## src/core/sdp_pkg.sv

```systemverilog
// constants shared by the serial datagram slave port
package sdp_pkg;
  localparam int unsigned DGRAM_W  = 40;
  localparam int unsigned DATA_W   = 32;
  localparam int unsigned ADDR_W   = 7;
  localparam int unsigned STAT_W   = 8;
  localparam int unsigned DIR_BIT  = 39;
  localparam int unsigned ADDR_MSB = 38;
  localparam int unsigned ADDR_LSB = 32;
  localparam int unsigned CNT_W    = 6;
  localparam logic [5:0]  BIT_FULL = 6'h28;
  localparam int unsigned FIFO_DEPTH = 8;

  // register addresses as seen in the address byte
  localparam logic [6:0] REG_GLOBAL_STATUS   = 7'h01;
  localparam logic [6:0] REG_ACTUAL_POSITION = 7'h21;
  localparam logic [6:0] REG_VELOCITY_LIMIT  = 7'h27;
  localparam logic [7:0] WRITE_FLAG          = 8'h80;

  // returned flag byte layout
  localparam int unsigned ST_RSV   = 7;
  localparam int unsigned ST_STOP2 = 6;
  localparam int unsigned ST_STOP1 = 5;
  localparam int unsigned ST_VEL2  = 4;
  localparam int unsigned ST_VEL1  = 3;
  localparam int unsigned ST_DRV2  = 2;
  localparam int unsigned ST_DRV1  = 1;
  localparam int unsigned ST_RST   = 0;

  localparam logic [2:0]  GLOBAL_STATUS_REG_RESET = 3'h1;
  localparam logic [31:0] RESP_RESET  = 32'h0000_0000;
  localparam logic [7:0]  STAT_RESET  = 8'h00;

  // input glitch filter timing
  localparam int unsigned CLK_NS   = 40;
  localparam int unsigned FILT_NS  = 20;
  localparam int unsigned FILT_CYC_RAW = (FILT_NS + CLK_NS - 1) / CLK_NS;
  localparam int unsigned FILT_CYC = (FILT_CYC_RAW < 1) ? 1 : FILT_CYC_RAW;
  localparam logic [1:0]  FILT_CNT = FILT_CYC[1:0];

  // link pin indices inside the filter array
  localparam int unsigned PIN_SCK = 0;
  localparam int unsigned PIN_SDI = 1;
  localparam int unsigned PIN_CS  = 2;
  localparam int unsigned PIN_N   = 3;

  typedef enum logic [0:0] {LS_IDLE, LS_FRAME} sdp_link_state_t;
endpackage

```

## src/core/sdp_stream_if.sv

```systemverilog
// valid/ready stream between the port logic and its command fifo
`timescale 1ns/1ps
interface sdp_stream_if #(parameter int W = 40);
  logic         in_valid;
  logic         in_ready;
  logic [W-1:0] in_data;
  logic         out_valid;
  logic         out_ready;
  logic [W-1:0] out_data;
  modport fifo (input in_valid, input in_data, input out_ready,
                output in_ready, output out_valid, output out_data);
  modport user (output in_valid, output in_data, output out_ready,
                input in_ready, input out_valid, input out_data);
endinterface

```

## src/core/sdp_fifo.sv

```systemverilog
// synchronous command fifo with valid/ready on both sides
`timescale 1ns/1ps
module sdp_fifo
  import sdp_pkg::*;
#(
  parameter int W     = 40,
  parameter int DEPTH = 8
)(
  input  wire logic    ref_clk_i,
  input  wire logic    rst_b_i,
  sdp_stream_if.fifo   st
);
  localparam int AW = $clog2(DEPTH);

  logic [W-1:0] mem [DEPTH];
  logic [AW:0]  wr_ptr_reg;
  logic [AW:0]  rd_ptr_reg;
  wire          full  = (wr_ptr_reg[AW] != rd_ptr_reg[AW]) &&
                        (wr_ptr_reg[AW-1:0] == rd_ptr_reg[AW-1:0]);
  wire          empty = (wr_ptr_reg == rd_ptr_reg);
  wire          push  = st.in_valid && !full;
  wire          pop   = st.out_valid && st.out_ready;

  assign st.in_ready  = !full;
  assign st.out_valid = !empty;
  assign st.out_data  = mem[rd_ptr_reg[AW-1:0]];

  always_ff @(posedge ref_clk_i)
  begin
    if (push)
      mem[wr_ptr_reg[AW-1:0]] <= st.in_data;
  end

  always_ff @(posedge ref_clk_i or negedge rst_b_i)
  begin
    if (!rst_b_i)
    begin
      wr_ptr_reg <= '0;
      rd_ptr_reg <= '0;
    end
    else
    begin
      if (push)
        wr_ptr_reg <= wr_ptr_reg + 1'b1;
      if (pop)
        rd_ptr_reg <= rd_ptr_reg + 1'b1;
    end
  end
endmodule

```

## src/core/sdp_port.sv

```systemverilog
// serial datagram slave port: link sampling, shifter, flag byte, command hand-off
//
// What this block does
// - each transfer is 40 bits, one address byte then four data bytes.
// - every register moves as a full 32-bit data field.
// - bit 39 set means write, clear means read; bits 38..32 address.
// - a read only records its address; its data bits are ignored.
// - every datagram returns data; after a read, the read register's contents.
// - after a write, the returned data equals the previous write data.
// - returned bits 39..32 carry the flag byte, not an address.
// - the flag byte is captured at each commit and sent next transfer.
// - flag bit 7 zero, bits 6..5 left stops, bits 4..3 velocity reached.
// - bits 2..1 driver errors, bit 0 reset seen; cleared by global status read.
// - data is right aligned, signed values two's complement.
// - chip select is active low and held low for the whole datagram.
// - input sampled on serial clock rise, output changes after its fall.
// - most significant bit travels first in both directions.
// - extra bits re-emerge on the output 40 clocks later.
// - chip select rising commits the shift register as the command if at least 40 bits arrived and the fifo has room.
// - with more than 40 bits, the last 40 form the command.
// - pulses shorter than 20 ns on the link inputs are ignored.
// - the serial clock idles high, clock polarity and phase both 1.
`timescale 1ns/1ps
module sdp_port
  import sdp_pkg::*;
(
  input  wire logic              ref_clk_i,
  input  wire logic              rst_b_i,
  input  wire logic              serial_clk_i,
  input  wire logic              serial_in_i,
  input  wire logic              chip_select_n_i,
  output logic                   serial_out_o,
  output logic                   serial_out_oe_b_o,
  input  wire logic [1:0]        stop_left_i,
  input  wire logic [1:0]        vel_reached_i,
  input  wire logic [1:0]        drv_err_i,
  input  wire logic              reg_ready_i,
  input  wire logic              reg_rdata_valid_i,
  input  wire logic [DATA_W-1:0] reg_rdata_i,
  output logic [ADDR_W-1:0]      reg_addr_o,
  output logic [DATA_W-1:0]      reg_wdata_o,
  output logic                   reg_wr_o,
  output logic                   reg_rd_o,
  output logic                   cmd_dropped_o
);
  // link pin sampling: two flops, then a stability filter per pin
  wire  [PIN_N-1:0] pin_raw = {chip_select_n_i, serial_in_i, serial_clk_i};
  logic [PIN_N-1:0] sync1_reg;
  logic [PIN_N-1:0] sync2_reg;
  logic [PIN_N-1:0] filt_reg;
  logic [PIN_N-1:0] filt_d_reg;
  logic [1:0]       fcnt_reg [PIN_N];

  genvar gi;
  generate
    for (gi = 0; gi < PIN_N; gi++)
    begin : g_pin
      always_ff @(posedge ref_clk_i or negedge rst_b_i)
      begin
        if (!rst_b_i)
        begin
          sync1_reg[gi]  <= 1'b1;
          sync2_reg[gi]  <= 1'b1;
          filt_reg[gi]   <= 1'b1;
          filt_d_reg[gi] <= 1'b1;
          fcnt_reg[gi]   <= 2'h0;
        end
        else
        begin
          sync1_reg[gi]  <= pin_raw[gi];
          sync2_reg[gi]  <= sync1_reg[gi];
          filt_d_reg[gi] <= filt_reg[gi];
          // a change must persist past the filter time before it counts
          if (sync2_reg[gi] == filt_reg[gi])
            fcnt_reg[gi] <= 2'h0;
          else if (fcnt_reg[gi] == FILT_CNT)
          begin
            filt_reg[gi] <= sync2_reg[gi];
            fcnt_reg[gi] <= 2'h0;
          end
          else
            fcnt_reg[gi] <= fcnt_reg[gi] + 2'h1;
        end
      end
    end
  endgenerate

  wire sdi_f    = filt_reg[PIN_SDI];
  wire sck_rise = filt_reg[PIN_SCK] && !filt_d_reg[PIN_SCK];
  wire sck_fall = !filt_reg[PIN_SCK] && filt_d_reg[PIN_SCK];
  wire cs_fall  = !filt_reg[PIN_CS] && filt_d_reg[PIN_CS];
  wire cs_rise  = filt_reg[PIN_CS] && !filt_d_reg[PIN_CS];

  sdp_link_state_t     state_reg;
  sdp_link_state_t     state_next;
  logic [DGRAM_W-1:0]  shift_reg;
  logic [CNT_W-1:0]    bit_cnt_reg;
  logic [STAT_W-1:0]   status_reg;
  logic [DATA_W-1:0]   resp_reg;
  logic [2:0]          global_status_reg_reg;
  logic [2:0]          global_status_reg_next;

  sdp_stream_if #(.W(DGRAM_W)) cmd_st ();

  sdp_fifo #(.W(DGRAM_W), .DEPTH(FIFO_DEPTH)) u_fifo (
    .ref_clk_i (ref_clk_i),
    .rst_b_i   (rst_b_i),
    .st        (cmd_st.fifo)
  );

  // frame end decode
  wire frame_end  = cs_rise && (state_reg == LS_FRAME);
  wire frame_full = (bit_cnt_reg == BIT_FULL);
  wire commit_req = frame_end && frame_full;
  wire commit_ok  = commit_req && cmd_st.in_ready;
  wire cmd_write  = shift_reg[DIR_BIT];
  wire [ADDR_W-1:0] cmd_addr = shift_reg[ADDR_MSB:ADDR_LSB];
  wire [DATA_W-1:0] cmd_data = shift_reg[DATA_W-1:0];
  wire global_status_reg_rd   = commit_ok && !cmd_write && (cmd_addr == REG_GLOBAL_STATUS);

  // flag byte as it stands now; captured at each commit
  wire [STAT_W-1:0] status_now = {1'b0, stop_left_i[1], stop_left_i[0],
                                  vel_reached_i[1], vel_reached_i[0],
                                  global_status_reg_reg[ST_DRV2], global_status_reg_reg[ST_DRV1],
                                  global_status_reg_reg[ST_RST]};

  assign cmd_st.in_valid  = commit_req;
  assign cmd_st.in_data   = shift_reg;
  assign cmd_st.out_ready = reg_ready_i;

  wire pop     = cmd_st.out_valid && reg_ready_i;
  wire pop_wr  = cmd_st.out_data[DIR_BIT];

  always_comb
  begin
    state_next = state_reg;
    case (state_reg)
      LS_IDLE:  if (cs_fall) state_next = LS_FRAME;
      LS_FRAME: if (cs_rise) state_next = LS_IDLE;
      default:  state_next = LS_IDLE;
    endcase
  end

  // flags set by events win over the clear from a global status read
  always_comb
  begin
    global_status_reg_next = global_status_reg_reg;
    if (global_status_reg_rd)
      global_status_reg_next = 3'h0;
    global_status_reg_next[ST_DRV2] = global_status_reg_next[ST_DRV2] | drv_err_i[1];
    global_status_reg_next[ST_DRV1] = global_status_reg_next[ST_DRV1] | drv_err_i[0];
  end

  // link-side shifter and output pin
  always_ff @(posedge ref_clk_i or negedge rst_b_i)
  begin
    if (!rst_b_i)
    begin
      state_reg         <= LS_IDLE;
      shift_reg         <= '0;
      bit_cnt_reg       <= '0;
      serial_out_o      <= 1'b0;
      serial_out_oe_b_o <= 1'b1;
    end
    else
    begin
      state_reg <= state_next;
      if (cs_fall)
      begin
        shift_reg         <= {status_reg, resp_reg};
        bit_cnt_reg       <= '0;
        serial_out_o      <= status_reg[ST_RSV];
        serial_out_oe_b_o <= 1'b0;
      end
      else if (state_reg == LS_FRAME)
      begin
        if (sck_rise)
        begin
          shift_reg <= {shift_reg[DGRAM_W-2:0], sdi_f};
          if (!frame_full)
            bit_cnt_reg <= bit_cnt_reg + 1'b1;
        end
        if (sck_fall)
          serial_out_o <= shift_reg[DGRAM_W-1];
        if (cs_rise)
          serial_out_oe_b_o <= 1'b1;
      end
    end
  end

  // flag byte, returned data and global status flags
  always_ff @(posedge ref_clk_i or negedge rst_b_i)
  begin
    if (!rst_b_i)
    begin
      status_reg <= STAT_RESET;
      resp_reg   <= RESP_RESET;
      global_status_reg_reg  <= GLOBAL_STATUS_REG_RESET;
    end
    else
    begin
      global_status_reg_reg <= global_status_reg_next;
      if (commit_ok)
        status_reg <= status_now;
      if (commit_ok && cmd_write)
        resp_reg <= cmd_data;
      else if (reg_rdata_valid_i)
        resp_reg <= reg_rdata_i;
    end
  end

  // command hand-off to the register file
  always_ff @(posedge ref_clk_i or negedge rst_b_i)
  begin
    if (!rst_b_i)
    begin
      reg_addr_o    <= '0;
      reg_wdata_o   <= '0;
      reg_wr_o      <= 1'b0;
      reg_rd_o      <= 1'b0;
      cmd_dropped_o <= 1'b0;
    end
    else
    begin
      reg_wr_o      <= pop && pop_wr;
      reg_rd_o      <= pop && !pop_wr;
      cmd_dropped_o <= commit_req && !cmd_st.in_ready;
      if (pop)
      begin
        reg_addr_o  <= cmd_st.out_data[ADDR_MSB:ADDR_LSB];
        reg_wdata_o <= cmd_st.out_data[DATA_W-1:0];
      end
    end
  end
endmodule

```

## config.mk

```make
export PLATFORM = sky130hd
export DESIGN_NAME = sdp_port
export DESIGN_NICKNAME = d
export VERILOG_FILES = /design/src/core/sdp_pkg.sv /design/src/core/sdp_stream_if.sv /design/src/core/sdp_fifo.sv /design/src/core/sdp_port.sv
export SDC_FILE = /design/constraint.sdc
export NUM_CORES = 1
export LEC_CHECK = 0
export BUFFER_PORTS_ARGS = -buffer_cell sky130_fd_sc_hd__buf_2
export CAP_MARGIN = 5
export CORE_AREA = 2 2 184 186
export CTS_CLUSTER_DIAMETER = 60
export DETAILED_ROUTE_END_ITERATION = 10
export DIE_AREA = 0 0 186 188
export PLACE_DENSITY = 0.79
export REMOVE_ABC_BUFFERS = 1
export SLEW_MARGIN = 0
export SYNTH_ARGS = -nofsm -noshare
export SYNTH_HDL_FRONTEND = slang
export SYNTH_HIERARCHICAL = 1
export SYNTH_SLANG_ARGS = --single-unit
```

## constraint.sdc

```tcl
create_clock -name ref_clk_i -period 8 [get_ports ref_clk_i]
set_clock_uncertainty 0.1 [all_clocks]
set_input_delay 0.8 -clock ref_clk_i [delete_from_list [all_inputs] [get_ports ref_clk_i]]
set_output_delay 0.8 -clock ref_clk_i [all_outputs]
set_load 0.03 [all_outputs]
```

# == Word-level counts from Yosys, hierarchy flattened ==
# Memory sizes are Yosys's and may differ from the RTL's.
# Index checks and enable logic that the tools add are counted.
# word_totals
out_inout_bits,44
regBits,158
elab_cells,117
mem_bits_rw,320
inputBits,45
rom_bits,0
mem_count,1
latch_bits,0
# memory_table
memory,depth,width,rd,rd_clocked_by_memory_dff,wr,line_no,text
u_fifo.mem,8,40,1,0,1,sdp_fifo.sv:15,logic [W-1:0] mem [DEPTH];
# op_classes
n_shift,0
n_eq_ne,12
bitwise,6
addsub,6
n_lt_le_gt_ge,0
n_reduce_logical,35
n_mux,27
n_mul,0
n_div,0
# ops
operator,count
2-to-1 mux 40 bit,3
2-to-1 mux 32 bit,2
2-to-1 mux 6 bit,4
logical AND 1 bit,15
2-to-1 mux 2 bit,6
AND reduction 2 bit,6
2-to-1 mux 1 bit,10
nonzero test 2 bit,5
adder 4 x 1 -> 4 bit (second input constant),2
zero test 1 bit,8
== test 7 x 1 -> 1 bit (second input constant),1
adder 2 x 1 -> 2 bit (second input constant),3
adder 6 x 1 -> 6 bit (second input constant),1
== test 2 x 1 -> 1 bit (second input constant),3
== test 6 bit (second input constant),1
== test 4 bit,1
NOT 1 bit,4
== test 1 bit,3
== test 3 bit,1
2-to-1 mux 3 bit,1
AND reduction 3 bit,1
inequality test 2 bit (second input constant),1
OR 1 bit,2
one-hot mux 1 bit (2 select lines),1
inequality test 1 bit,1

# == Longest topological paths before layout ==
# logic_depth
depth_word,9
ltp_mapped,8
mapped_depth_nobuf,8

# == By module ==
# The synthesis kept the hierarchy.
# modules_own_cells
mod,instances,area_each_um2,cells_each,seq_area_each_um2
sdp_fifo,1,12593.3,520,9809.4
sdp_port,1,6372.4,480,3769.9

# == Least setup slack after synthesis ==
# No wires, ideal clock.
# synth_path
path_kind,reg-to-reg
start,register bit_cnt_reg[0]
end,"memory u_fifo.mem[3][0], enable pin"
arrival_ns,5.402
setup_ns,0.551
period_less_slack_ns,6.053
n_path_buf,0
required_time_ns,7.349
setup_slack_ns,1.947
path_stages_with_launch,8
cell_sequence,dfrtp_1 > inv_1 > ha_1 > and2_1 > nand2_1 > nor2_1 > nand2_1 > nor4b_1
# synth_via
elab_chain_len,5
# synth_lines
item,line_no,text
"start, declared",sdp_port.sv:97,logic [CNT_W-1:0] bit_cnt_reg;
"start signal, assigned",sdp_port.sv:181,bit_cnt_reg <= bit_cnt_reg + 1'b1;
== test 6 bit,sdp_port.sv:113,wire frame_full = (bit_cnt_reg == BIT_FULL);
logical AND 1 bit,sdp_port.sv:114,wire commit_req = frame_end && frame_full;
named net cmd_st.in_valid,sdp_stream_if.sv:4,logic in_valid;
logical AND 1 bit,sdp_fifo.sv:21,wire push = st.in_valid && !full;
2-to-1 mux 1 bit,sdp_fifo.sv:30,if (push)
2-to-1 mux 1 bit (implied by the code),sdp_fifo.sv:31,mem[wr_ptr_reg[AW-1:0]] <= st.in_data;
"end, declared",sdp_fifo.sv:15,
# The timed path passes the listed nets, and every way through them passes these cells.

# == Worst setup path after layout ==
# layout_path
start,register u_fifo.rd_ptr_reg[0]
end,register resp_reg[9]
# layout_via
elab_chain_len,6
elab_cells_between_ends,7
cone_classes,1 x eq/ne; 1 x mux; 5 x reduce/logical
# layout_lines
item,line_no,text
"start, declared",sdp_fifo.sv:17,logic [AW:0] rd_ptr_reg;
"start signal, assigned",sdp_fifo.sv:46,rd_ptr_reg <= rd_ptr_reg + 1'b1;
== test 3 bit *,sdp_fifo.sv:19,(wr_ptr_reg[AW-1:0] == rd_ptr_reg[AW-1:0]);
logical AND 1 bit *,sdp_fifo.sv:18,wire full = (wr_ptr_reg[AW] != rd_ptr_reg[AW]) &&
zero test 1 bit *,sdp_fifo.sv:24,assign st.in_ready = !full;
named net cmd_st.in_ready,sdp_stream_if.sv:5,logic in_ready;
logical AND 1 bit *,sdp_port.sv:115,wire commit_ok = commit_req && cmd_st.in_ready;
logical AND 1 bit *,sdp_port.sv:205,if (commit_ok && cmd_write)
2-to-1 mux 32 bit or nonzero test 2 bit (tied branches),--,
"end signal, assigned",sdp_port.sv:206,resp_reg <= cmd_data;
"end signal, assigned",sdp_port.sv:208,resp_reg <= reg_rdata_i;
"end, declared",sdp_port.sv:99,logic [DATA_W-1:0] resp_reg;
# The timed path passes the listed nets; every way through them passes the cells marked *.
# A chain may end at the register's enable or synchronous reset.

==> flow_summary.yaml <==
clock_tree:
  cts_sinks: 478
  cts_tree: "done"
  root_buffer: "clkbuf_16"
  clk_latency_ns: 0.54
  clkTransAtPathRegs_ns: 0.06
  cts_max_path_buffers: 3
  holdBufCountCts: 0
  htree_levels: 2
  cts_buffers: 47
  cts_resized: 0
  cts_setup_buffers: 0
grt:
  grt_first_pass_wirelength_um: 57200
  grt_overflow_total: 0
  grt_pass1_vias: 9930
  grt_max_degree: 91
  grtUsageTotal_pct: 21.7
  antenna_found_initial: 2
finish:
  fin_area_mm2: 0.0213
  drive_above_1_share_pct: 37.6
  fillerInstances: 2213
  largest_register_ffs: 320
  area_delta_synth_final_pct: 12.5
  nets: 1156
die:
  start_util_pct: 57.3
  rows: 67
  io_pins: 89
  dieWidth_um: 186
  dieArea_mm2: 0.0350
  coreArea_mm2: 0.0331
  die_height_um: 188
yosys:
  synth-edff-count: 320
  syn_area_mm2: 0.0190
  yosysTopAreaCell: "edfxtp_1"
  syn_inst: 1000
  synth_area_per_cell_um2: 19.0
  synth_xor_xnor_area_share_pct: 0.647
  ys_top_cells_by_area: "edfxtp_1 (51%), dfrtp_1 (19%), mux4_2 (9.5%), mux2_2 (8.8%), mux2i_1 (2.2%)"
  synth_top_area_share_pct: 50.7
  synth_top_flop_cell: "edfxtp_1"
  ys_types: 47
  synth_seq_cells: 478
  synth_seq_area_share_pct: 71.6
  muxShareOfSynthArea_pct: 20.9
  yosys.area_share.adder_pct: 0.396
  synth_top_family_by_area: "multiplexers"
  synth_compound_area_share_pct: 1.97
  yosys_warnings: 6
  synth-simple-area-share_pct: 2.68
  synth-async-reset-ratio_pct: 33.1
worst_setup_path:
  crit_arrival_ns: 4.35
  startpoint: "u_fifo/rd_ptr_reg[0]$_DFFE_PN0P_"
  start_kind: "register"
  critical_path_peak_fanout: 40
  reg2reg_from: "u_fifo/rd_ptr_reg[0]$_DFFE_PN0P_"
  endpoint: "resp_reg[9]$_DFFE_PN0P_"
  reg2reg_slack_ns: 3.96
  endpoint_kind: "register"
  reg2reg_to: "resp_reg[9]$_DFFE_PN0P_"
  worstSetupPathType: "register to register"
  ff2ff_path_depth: 6
  required_ns: 8.31
placement:
  port_buffers: 88
  placed_area_mm2: 0.0199
  pre_cts_ws_ns: 3.97
  gp_congestion: 0.757
  dp_hpwl_um: 19600
sta:
  setup_viol: 0
  final.min_clock_period_ns: 4.04
  rsz0062_at_grt: "false"
  finalWorstSetupSlack_ns: 3.96
  fmax_mhz: 248
  hold_viol: 0
  post-route-period-util_pct: 50.5
  slew_headroom_pct: 19.1
  finalMaxSlewViolations: 0
  tightest_slew_ns: 1.20
worst_hold_path:
  worst_hold_path_type: "input port to async pin"
detailed_routing:
  first_pass_iters: 5
  wl_um: 36500
  ant_nets: 0
  wire_per_inst_um: 22.9
  viasPerCell: 5.92
  num_vias: 9419
  initialDrtViolationCount: 813
  drc_errors: 0
outcome:
  outcome: "completed"
power:
  power_density_mw_per_mm2: 343
  ir_drop_mv: 0.219
  finalPower_mw: 7.31
  leakagePower_nw: 7.74
run:
  max-cap-violations: 0
logic make-up after synthesis:
family                     Yosys count
xor gates and xnor gates            14
adders and majority gates            6
buffers and inverters               62
and+or+nand+nor                    100
AOI/OAI and AO/OA                   63
muxes                              277
DFF                                478
metal layers:
layer	vias up	track usage [%]	part of all wire, %
li1	4117	-	-
met1	4934	30.5	42
met2	308	35.1	49
met3	60	4.47	6.7
met4	0	5.88	2.1
met5	-	0	0
layout make-up:
| cell class | instances | area, um^2 | share of cell area, % |
|---|---|---|---|
| Sequential cell | 478 | 13600 | 63.7 |
| Antenna cell | 1 | 2.50 | 0.0117 |
| Inverter | 9 | 33.8 | 0.158 |
| Tap cell | 448 | 561 | 2.63 |
| Multi-Input combinational cell | 460 | 5100 | 23.9 |
| Clock buffer | 78 | 1390 | 6.53 |
| Clock inverter | 9 | 52.6 | 0.246 |
| Timing Repair Buffer | 109 | 604 | 2.83 |
power breakdown:
part / internal [mW] / switching [mW] / leakage, nW
sequential: 3.09 / 0.421 / 4.75
clock: 1.19 / 0.874 / 0.708
combinational: 0.843 / 0.895 / 2.29
synthesized netlist by cell type (2+ instances only):
| library cell | count |
|---|---|
| ha_1 | 6 |
| or3_1 | 2 |
| inv_1 | 9 |
| xor2_1 | 4 |
| nand3b_1 | 2 |
| a21o_1 | 2 |
| edfxtp_1 | 320 |
| and4b_1 | 2 |
| nor4b_1 | 5 |
| mux2_1 | 7 |
| nand2b_1 | 3 |
| o311ai_0 | 2 |
| nor2b_1 | 2 |
| dfstp_2 | 13 |
| o21ai_0 | 41 |
| a311o_1 | 2 |
| xnor2_1 | 10 |
| and2_1 | 6 |
| mux2_2 | 148 |
| mux4_2 | 80 |
| nand3_1 | 2 |
| dfrtp_1 | 145 |
| nand2_1 | 50 |
| a21oi_1 | 8 |
| mux2i_1 | 42 |
| clkbuf_1 | 20 |
| nor4_1 | 4 |
| nor2_1 | 10 |
| nor3_1 | 2 |
| nand4_1 | 4 |
| buf_2 | 22 |
| buf_6 | 10 |
worst min-delay path by stage:
stage	from	endpoint	slack, ns	depth (start not counted)
floorplan	sync1_reg[0]$_DFF_PN1_	sync2_reg[0]$_DFF_PN1_	0.25	0
global placement	sync1_reg[0]$_DFF_PN1_	sync2_reg[0]$_DFF_PN1_	0.25	0
detailed placement	sync1_reg[1]$_DFF_PN1_	sync2_reg[1]$_DFF_PN1_	0.25	0
CTS	serial_clk_i	sync1_reg[0]$_DFF_PN1_	0.23	1
global route	serial_clk_i	sync1_reg[0]$_DFF_PN1_	0.23	1
finish	rst_b_i	resp_reg[3]$_DFFE_PN0P_	0.18	1
layout by cell type, fill, tap and decap left out, types with 4 or more instances in the layout:
cell       instances
clkbuf_1          22
nand4_1            4
mux2_2           148
dfrtp_1          142
o21ai_0           41
mux4_2            80
edfxtp_1         320
mux2i_1           42
nor4_2             4
a21oi_1            8
xnor2_1           10
dfstp_2           13
and2_1             6
nor2_1             9
ha_1               5
nor4b_2            4
xor2_1             4
buf_4             21
inv_1              9
buf_2             87
clkbuf_8           5
clkinv_2           5
clkbuf_16         49
mux2_1             7
nand2_1           49
metrics by stage:
step                setup TNS [ns]  instances  hold slack [ns]  utilization (%)
detailed placement               0       1504            0.248             60.1
CTS                              0       1591            0.229             64.4
global route                     0       1591            0.228             64.4
global placement                 0       1504            0.246             60.1
floorplan                  -107.13        947            0.245                -
finish                           0       1592            0.182             64.4
critical path, cell delays in order, from the launching register on:
cell and delay, ns:
dfrtp_4 0.94, xor2_1 0.25, nor4_2 0.95, inv_1 0.15
and4b_1 0.27, nand3_2 0.77, mux2_2 0.43
No activity file was read; power rests on OpenSTA's default activity.
